File: config.mk
export PLATFORM = sky130hd
export DESIGN_NAME = backup_cell_charger_ctrl
export DESIGN_NICKNAME = d
export VERILOG_FILES = /design/src/hdl/chg_pkg.sv /design/src/hdl/backup_cell_charger_ctrl.sv /design/src/hdl/chg_sync.sv
export SDC_FILE = /design/constraint.sdc
export NUM_CORES = 1
export LEC_CHECK = 0
export BUFFER_PORTS_ARGS = -buffer_cell sky130_fd_sc_hd__buf_4
export CAP_MARGIN = 5
export CORE_ASPECT_RATIO = 0.6
export CORE_MARGIN = 4
export CORE_UTILIZATION = 45
export CTS_CLUSTER_SIZE = 20
export DETAILED_ROUTE_END_ITERATION = 12
export MAX_ROUTING_LAYER = met4
export PLACE_DENSITY = 0.85
export REMOVE_ABC_BUFFERS = 1
export SETUP_SLACK_MARGIN = 0.3
export SYNTH_ARGS = -nofsm -noshare
export SYNTH_HDL_FRONTEND = slang
export SYNTH_SLANG_ARGS = --single-unit
export TNS_END_PERCENT = 10
File: constraint.sdc
create_clock -name clock -period 8.48 [get_ports clock]
set_clock_uncertainty 0.05 [all_clocks]
set_input_delay 0.424 -clock clock [delete_from_list [all_inputs] [get_ports clock]]
set_output_delay 0.424 -clock clock [all_outputs]
set_load 0.005 [all_outputs]
File: src/hdl/chg_pkg.sv
// Shared constants and types for the backup cell charger control block.
// Assumes a 32-bit AXI4-Lite register bus and a single 25 MHz clock domain.
package chg_pkg;
   // ==========================================================
   // Register map (byte addresses)
   localparam logic [3:0] ctrl_addr = 4'h0;
   localparam logic [3:0] volt_addr = 4'h4;
   localparam logic [3:0] stat_addr = 4'h8;
   // ==========================================================
   // Field positions
   localparam int run_en_bit = 0;
   localparam int off_en_bit = 1;
   localparam int vsel_lsb = 0;
   localparam int stat_on_bit = 0;
   localparam int stat_hi_bit = 1;
   localparam int stat_state_lsb = 4;
   // ==========================================================
   // Reset values
   localparam logic ctrl_reset = 1'b0;
   localparam logic [3:0] volt_reset = 4'h0;
   // ==========================================================
   // Charge currents in microamps and their current-select coding
   localparam int hi_current_ua = 60;
   localparam int lo_current_ua = 10;
   localparam logic isel_hi = 1'b1;
   localparam logic isel_lo = 1'b0;
   // Target voltage codes in tens of millivolts
   localparam logic [3:0] vsel_top = 4'hf;
   localparam logic [9:0] mv10_at_zero = 10'h0b4;
   localparam logic [9:0] mv10_at_one = 10'h0c8;
   localparam logic [9:0] mv10_at_top = 10'h168;
   localparam logic [9:0] mv10_step = 10'h00a;
   // ==========================================================
   // Timing: cycles of undervoltage input settling
   localparam int sync_stages = 2;
   // ==========================================================
   // System state coding
   typedef enum logic [2:0] {
      st_off,
      st_run,
      st_standby,
      st_quick_powerup_off_state,
      st_other
   } sys_state_e;
   typedef struct packed {
      logic on;
      logic hi_current;
      logic [3:0] target;
   } charger_cmd_s;
   typedef struct packed {
      logic [31:0] addr;
      logic [31:0] data;
      logic [3:0] strb;
   } wr_req_s;
endpackage : chg_pkg

File: src/hdl/backup_cell_charger_ctrl.sv
// Charger control logic: enable bits, target voltage and current selection.
// Assumes system state comes from on-chip logic on the same clock, the
// undervoltage flag and fused default come from analog/fuse pins.
`timescale 1ns/10ps

// Function
// [RULE1] Run enable low keeps charger off in run and standby.
// [RULE2] Run enable high turns charger on in run and standby.
// [RULE3] Undervoltage crossing clears the run enable bit.
// [RULE4] Charging in run uses the 60 uA high current.
// [RULE5] Charging in standby uses the 10 uA low current.
// [RULE6] Off-state enable bit gates charging in the quick power-up off state.
// [RULE7] Charging in quick power-up off state uses the low current.
// [RULE8] Software sets off-state enable while running to charge when off.
// [RULE9] Undervoltage crossing clears the off-state enable bit.
// [RULE10] Four-bit code selects target voltage, 1.8 V to 3.6 V.
// [RULE11] Target voltage field defaults from the fused configuration field.
// [RULE12] All other system states keep the charger off.
module backup_cell_charger_ctrl (
   input wire logic clock,
   input wire logic rstn,
   // AXI4-Lite slave
   input wire logic [31:0] s_axi_awaddr,
   input wire logic s_axi_awvalid,
   output logic s_axi_awready,
   input wire logic [31:0] s_axi_wdata,
   input wire logic [3:0] s_axi_wstrb,
   input wire logic s_axi_wvalid,
   output logic s_axi_wready,
   output logic [1:0] s_axi_bresp,
   output logic s_axi_bvalid,
   input wire logic s_axi_bready,
   input wire logic [31:0] s_axi_araddr,
   input wire logic s_axi_arvalid,
   output logic s_axi_arready,
   output logic [31:0] s_axi_rdata,
   output logic [1:0] s_axi_rresp,
   output logic s_axi_rvalid,
   input wire logic s_axi_rready,
   // System side
   input wire chg_pkg::sys_state_e sys_state,
   input wire logic input_undervoltage_detect,
   input wire logic [3:0] fused_charge_target_default,
   output chg_pkg::charger_cmd_s charger_cmd,
   output logic [9:0] target_mv10
);
   // ==========================================================
   // Input synchronisation
   logic uv_s;
   logic uv_prev_q;
   logic [3:0] fuse_m_q;
   logic [3:0] fuse_s_q;
   logic fuse_loaded_q;
   logic uv_cross;

   chg_sync u_uv_sync (
      .clock(clock),
      .rstn(rstn),
      .async_in(input_undervoltage_detect),
      .sync_out(uv_s)
   );

   // Fuse bits are static after power-up; a plain two-flop pass is enough.
   // No reset here on purpose: the stages keep sampling during reset, so
   // the fused code is settled when the first load after release reads it.
   always_ff @(posedge clock) begin
      fuse_m_q <= fused_charge_target_default;
      fuse_s_q <= fuse_m_q;
   end

   always_ff @(posedge clock) begin
      if (!rstn) begin
         uv_prev_q <= 1'b0;
      end else begin
         uv_prev_q <= uv_s;
      end
   end

   // Either direction of crossing counts as an undervoltage event
   assign uv_cross = uv_s ^ uv_prev_q;

   // ==========================================================
   // AXI4-Lite write path
   logic aw_held_q;
   logic w_held_q;
   logic [3:0] aw_addr_q;
   logic [31:0] w_data_q;
   logic [3:0] w_strb_q;
   logic do_write;
   logic wr_ctrl;
   logic wr_volt;
   logic run_en_q;
   logic off_en_q;
   logic [3:0] vsel_q;

   assign do_write = aw_held_q && w_held_q && !s_axi_bvalid;

   function automatic logic addr_hit(input logic [3:0] a, input logic [3:0] reg_addr);
      addr_hit = (a == reg_addr);
   endfunction : addr_hit

   assign wr_ctrl = do_write && addr_hit(aw_addr_q, chg_pkg::ctrl_addr) && w_strb_q[0];
   assign wr_volt = do_write && addr_hit(aw_addr_q, chg_pkg::volt_addr) && w_strb_q[0];

   always_ff @(posedge clock) begin
      if (!rstn) begin
         aw_held_q <= 1'b0;
         aw_addr_q <= 4'h0;
         s_axi_awready <= 1'b0;
      end else begin
         s_axi_awready <= !aw_held_q && !s_axi_awready;
         if (s_axi_awvalid && s_axi_awready) begin
            aw_held_q <= 1'b1;
            aw_addr_q <= s_axi_awaddr[3:0];
            s_axi_awready <= 1'b0;
         end else if (do_write) begin
            aw_held_q <= 1'b0;
         end
      end
   end

   always_ff @(posedge clock) begin
      if (!rstn) begin
         w_held_q <= 1'b0;
         w_data_q <= 32'h0;
         w_strb_q <= 4'h0;
         s_axi_wready <= 1'b0;
      end else begin
         s_axi_wready <= !w_held_q && !s_axi_wready;
         if (s_axi_wvalid && s_axi_wready) begin
            w_held_q <= 1'b1;
            w_data_q <= s_axi_wdata;
            w_strb_q <= s_axi_wstrb;
            s_axi_wready <= 1'b0;
         end else if (do_write) begin
            w_held_q <= 1'b0;
         end
      end
   end

   always_ff @(posedge clock) begin
      if (!rstn) begin
         s_axi_bvalid <= 1'b0;
         s_axi_bresp <= 2'h0;
      end else if (do_write) begin
         s_axi_bvalid <= 1'b1;
         s_axi_bresp <= (addr_hit(aw_addr_q, chg_pkg::ctrl_addr) ||
                         addr_hit(aw_addr_q, chg_pkg::volt_addr) ||
                         addr_hit(aw_addr_q, chg_pkg::stat_addr)) ? 2'h0 : 2'h2;
      end else if (s_axi_bready) begin
         s_axi_bvalid <= 1'b0;
      end
   end

   // ==========================================================
   // Enable bits: the undervoltage event beats a software write
   always_ff @(posedge clock) begin
      if (!rstn) begin
         run_en_q <= chg_pkg::ctrl_reset;
         off_en_q <= chg_pkg::ctrl_reset;
      end else if (uv_cross) begin
         run_en_q <= 1'b0; // [RULE3]
         off_en_q <= 1'b0; // [RULE9]
      end else if (wr_ctrl) begin
         run_en_q <= w_data_q[chg_pkg::run_en_bit];
         off_en_q <= w_data_q[chg_pkg::off_en_bit]; // [RULE8]
      end
   end

   // Target voltage reloads from fuses after reset and at each crossing
   always_ff @(posedge clock) begin
      if (!rstn) begin
         vsel_q <= chg_pkg::volt_reset;
         fuse_loaded_q <= 1'b0;
      end else if (!fuse_loaded_q || uv_cross) begin
         vsel_q <= fuse_s_q; // [RULE11]
         fuse_loaded_q <= 1'b1;
      end else if (wr_volt) begin
         vsel_q <= w_data_q[chg_pkg::vsel_lsb +: 4];
      end
   end

   // ==========================================================
   // Charger decision
   logic on_d;
   logic hi_d;

   always_comb begin
      on_d = 1'b0;
      hi_d = chg_pkg::isel_lo;
      case (sys_state)
         chg_pkg::st_run: begin
            on_d = run_en_q; // [RULE1] [RULE2]
            hi_d = chg_pkg::isel_hi; // [RULE4]
         end
         chg_pkg::st_standby: begin
            on_d = run_en_q; // [RULE1] [RULE2]
            hi_d = chg_pkg::isel_lo; // [RULE5]
         end
         chg_pkg::st_quick_powerup_off_state: begin
            on_d = off_en_q; // [RULE6]
            hi_d = chg_pkg::isel_lo; // [RULE7]
         end
         default: begin
            on_d = 1'b0; // [RULE12]
            hi_d = chg_pkg::isel_lo;
         end
      endcase
   end

   // Target voltage decode in tens of millivolts
   function automatic logic [9:0] code_to_mv10(input logic [3:0] code);
      if (code == 4'h0) begin
         code_to_mv10 = chg_pkg::mv10_at_zero;
      end else if (code == chg_pkg::vsel_top) begin
         code_to_mv10 = chg_pkg::mv10_at_top;
      end else begin
         code_to_mv10 = 10'(chg_pkg::mv10_at_one + chg_pkg::mv10_step * 10'(code - 4'h1));
      end
   endfunction : code_to_mv10

   always_ff @(posedge clock) begin
      if (!rstn) begin
         charger_cmd <= '0;
         target_mv10 <= chg_pkg::mv10_at_zero;
      end else begin
         charger_cmd.on <= on_d;
         charger_cmd.hi_current <= on_d && hi_d;
         charger_cmd.target <= vsel_q; // [RULE10]
         target_mv10 <= code_to_mv10(vsel_q); // [RULE10]
      end
   end

   // ==========================================================
   // AXI4-Lite read path
   logic [31:0] rd_d;
   logic rd_hit;

   always_comb begin
      rd_d = 32'h0;
      rd_hit = 1'b1;
      case (s_axi_araddr[3:0])
         chg_pkg::ctrl_addr: begin
            rd_d[chg_pkg::run_en_bit] = run_en_q;
            rd_d[chg_pkg::off_en_bit] = off_en_q;
         end
         chg_pkg::volt_addr: begin
            rd_d[chg_pkg::vsel_lsb +: 4] = vsel_q;
         end
         chg_pkg::stat_addr: begin
            rd_d[chg_pkg::stat_on_bit] = charger_cmd.on;
            rd_d[chg_pkg::stat_hi_bit] = charger_cmd.hi_current;
            rd_d[chg_pkg::stat_state_lsb +: 3] = sys_state;
         end
         default: begin
            rd_hit = 1'b0;
         end
      endcase
   end

   always_ff @(posedge clock) begin
      if (!rstn) begin
         s_axi_arready <= 1'b0;
         s_axi_rvalid <= 1'b0;
         s_axi_rdata <= 32'h0;
         s_axi_rresp <= 2'h0;
      end else begin
         s_axi_arready <= !s_axi_rvalid && !s_axi_arready && !s_axi_arvalid ? 1'b1 :
                          (!s_axi_rvalid && !s_axi_arready);
         if (s_axi_arvalid && s_axi_arready) begin
            s_axi_arready <= 1'b0;
            s_axi_rvalid <= 1'b1;
            s_axi_rdata <= rd_d;
            s_axi_rresp <= rd_hit ? 2'h0 : 2'h2;
         end else if (s_axi_rvalid && s_axi_rready) begin
            s_axi_rvalid <= 1'b0;
         end
      end
   end
endmodule : backup_cell_charger_ctrl

File: src/hdl/chg_sync.sv
// Two-flop synchroniser for asynchronous level inputs.
// Assumes the input is a slow level; nothing reads the first stage but the second.
`timescale 1ns/10ps
module chg_sync (
   input wire logic clock,
   input wire logic rstn,
   input wire logic async_in,
   output logic sync_out
);
   logic meta_q;

   always_ff @(posedge clock) begin
      if (!rstn) begin
         meta_q <= 1'b0;
         sync_out <= 1'b0;
      end else begin
         meta_q <= async_in;
         sync_out <= meta_q;
      end
   end
endmodule : chg_sync

==> run metrics <==
worst skew pair latency=0.35 ns; r2r setup slk=5.10 ns; dpl ws=around 5.2 ns; CTS resizes=0; synth unique cells=41; final hold vios=0; CTS H-tree depth=3; initial antenna violation count=0; Num CTS Buffers=9; ANT cells=0; GP Congestion=between 0.8 and 0.9; Crit path largest cell delay=0.64 ns; fin util=57.2%; Setup TNS Final=0 ns; Post-synth top flop=dfxtp_1; Multi-input gate area=0.00126 mm2; ANT nets after route=0; Post-synth EDFFs=0; IO Count=172; hold slack=0.138 ns; Final Instance Area=approximately 0.0032 mm2; fill count=a little over 500; clock root buffer=clkbuf_8; hold crit path type=input port to register; vias per cell=4.68; Period minus WS final=3.38 ns; most frequent cells in the layout=dfxtp_1, buf_4, nand2_1; CP Capture Type=register; Yosys warning count=0; core footprint=0.00557 mm2; CTS sink count=58; Arr. time, crit path=between 3 and 4 ns; initial drt markers=77; fraction of layout cells with a size suffix above 1=22.9%; critical path required time=8.70 ns; Mapped Cells=273; CP top delay family=adder cells; first-pass GRT wire length=8620 um; max_cap viols=0; routed length per placed instance=about 13 um; Area Growth Syn to Fin=22.9%; #FFs+latches synth=58; reg2reg end=target_mv10[8]; max-slew violations=0; final worst path period share=39.8%; Hold-fix buffers, CTS=0; Tot GR Track Use=roughly 16%; drt pass-1 iters=4; Max VDD drop=131 uV; final setup margin=5.10 ns; Setup crit end=target_mv10[8]; # rows=21; Die X=106 um; sequential cell area=0.00116 mm2; Clock transition at path regs=0.08 ns; status=finished clean; Die Y=66.8 um; setup violators final=0; CTS tree=done; number of I/O port buffers=56; Crit path depth=10; Die ar.=0.00708 mm2; P_leak=1.44 nW; routed wire length=between 5000 and 6000 um; Initial Util=a little under half; area of the mapped netlist=0.00259 mm2; slowest CP cell=fa_1; GRT overflow=0; fin nets=458; asr flop ratio synth=0%; crit start category=register; largest net degree at the start of global routing=42; RSZ-0062 raised after global routing=false; synthesized area per cell=9.50 um2; sequential share of the synthesized area=44.8%; Vias=just under 2000; reg2reg path depth=10; Max Clk Rate=0.296 GHz; Worst Setup SP=vsel_q[0]; Setup Buffers After CTS=0; most used cell along the critical path=ha_1; post-DP HPWL=around 4000 um; placed cell area=0.00297 mm2; vias in the first global route=1859; worst setup path class=register to register; cell breakdown of the critical path=inv_1 > ha_1 > nor3b_2 > ha_1 > fa_1 > nand3_2 > and3_1 > a211oi_1 > nor3_2 > a211oi_2; r2r startpoint=vsel_q[0]; crit-path max FO=7; Crit path buffers/inverters=1; commonest non-fill, non-tap cell in the layout=dfxtp_1; Residual DRC=0; CTS max path bufs=2; cell area power density=249 mW/mm2
stage by stage:
step | std cells | total power (W)
2_1_floorplan | 264 | 0.000452
3_3_place_gp | 400 | 0.000509
3_5_place_dp | 400 | 0.000517
4_1_cts | 416 | 0.000799
5_1_grt | 416 | 0.000837
6_report | 416 | 0.000794
cell usage after synthesis (4+ instances only):
| cell | n | area share (%) |
|---|---|---|
| and3_1 | 4 | 0.97 |
| inv_1 | 6 | 0.87 |
| nand3_1 | 21 | 4.1 |
| dfxtp_1 | 58 | 45 |
| o211a_1 | 4 | 1.5 |
| ha_1 | 11 | 5.3 |
| a21oi_1 | 8 | 1.5 |
| nand2b_1 | 4 | 0.97 |
| nor2_1 | 5 | 0.72 |
| xor2_1 | 5 | 1.7 |
| a21boi_0 | 10 | 2.9 |
| and2_1 | 9 | 2.2 |
| clkbuf_1 | 7 | 1.0 |
| nand2_1 | 31 | 4.5 |
| nor3b_1 | 6 | 1.7 |
| buf_4 | 28 | 8.1 |
| nor2b_1 | 8 | 1.9 |
| a22oi_1 | 7 | 2.0 |
| mux2i_1 | 6 | 2.3 |
| o21ai_1 | 6 | 1.2 |
sequential cells by signal, summed over array words and instances (netlist names):
signal	count
fuse_loaded_q	1
s_axi_awready	1
s_axi_rresp	1
w_strb_q	1
vsel_q	4
u_uv_sync.sync_out	1
s_axi_wready	1
s_axi_bvalid	1
uv_prev_q	1
w_held_q	1
aw_held_q	1
w_data_q	4
aw_addr_q	4
fuse_s_q	4
off_en_q	1
fuse_m_q	4
s_axi_rvalid	1
s_axi_rdata	7
run_en_q	1
target_mv10	9
s_axi_arready	1
u_uv_sync.meta_q	1
s_axi_bresp	1
charger_cmd	6
logic make-up after synthesis:
kind of cell / share of synthesized area (%)
and+or+nand+nor: 20.7
DFF: 44.8
AOI/OAI and AO/OA: 12.2
buffers and inverters: 10.4
adders and majority gates: 6.08
xor gates and xnor gates: 3.33
muxes: 2.32
other: 0.145
worst min path at each step:
| stage | from | endpoint | slack, ns | cells past startpoint |
|---|---|---|---|---|
| after floorplan | fuse_m_q[0] | fuse_s_q[0] | 0.26 | 0 |
| after global placement | fuse_m_q[0] | fuse_s_q[0] | 0.26 | 0 |
| after detailed placement | fuse_m_q[1] | fuse_s_q[1] | 0.26 | 0 |
| after CTS | fused_charge_target_default[2] | fuse_m_q[2] | 0.11 | 1 |
| after global routing | fused_charge_target_default[0] | fuse_m_q[0] | 0.11 | 1 |
| final | fused_charge_target_default[2] | fuse_m_q[2] | 0.14 | 1 |
routing by layer:
metal / routed length (um) / GRT usage (%)
met5: 0 / -
met4: 55 / 5.98
met3: 411 / 7.94
met2: 2160 / 22.5
met1: 2670 / 20.3
power breakdown:
group	switching (W)	internal [W]
combinational	0.000106	0.0000986
clock	0.000109	0.000172
sequential	0.0000126	0.000295
layout make-up:
class	instances	area share (%)
Inverter	6	0.707
Sequential cell	58	36.4
Timing Repair Buffer	56	13.2
Clock buffer	11	4.44
Clock inverter	5	2.44
Multi-Input combinational cell	200	39.6
Tap cell	80	3.14
Power figures use the tool's default switching activity.
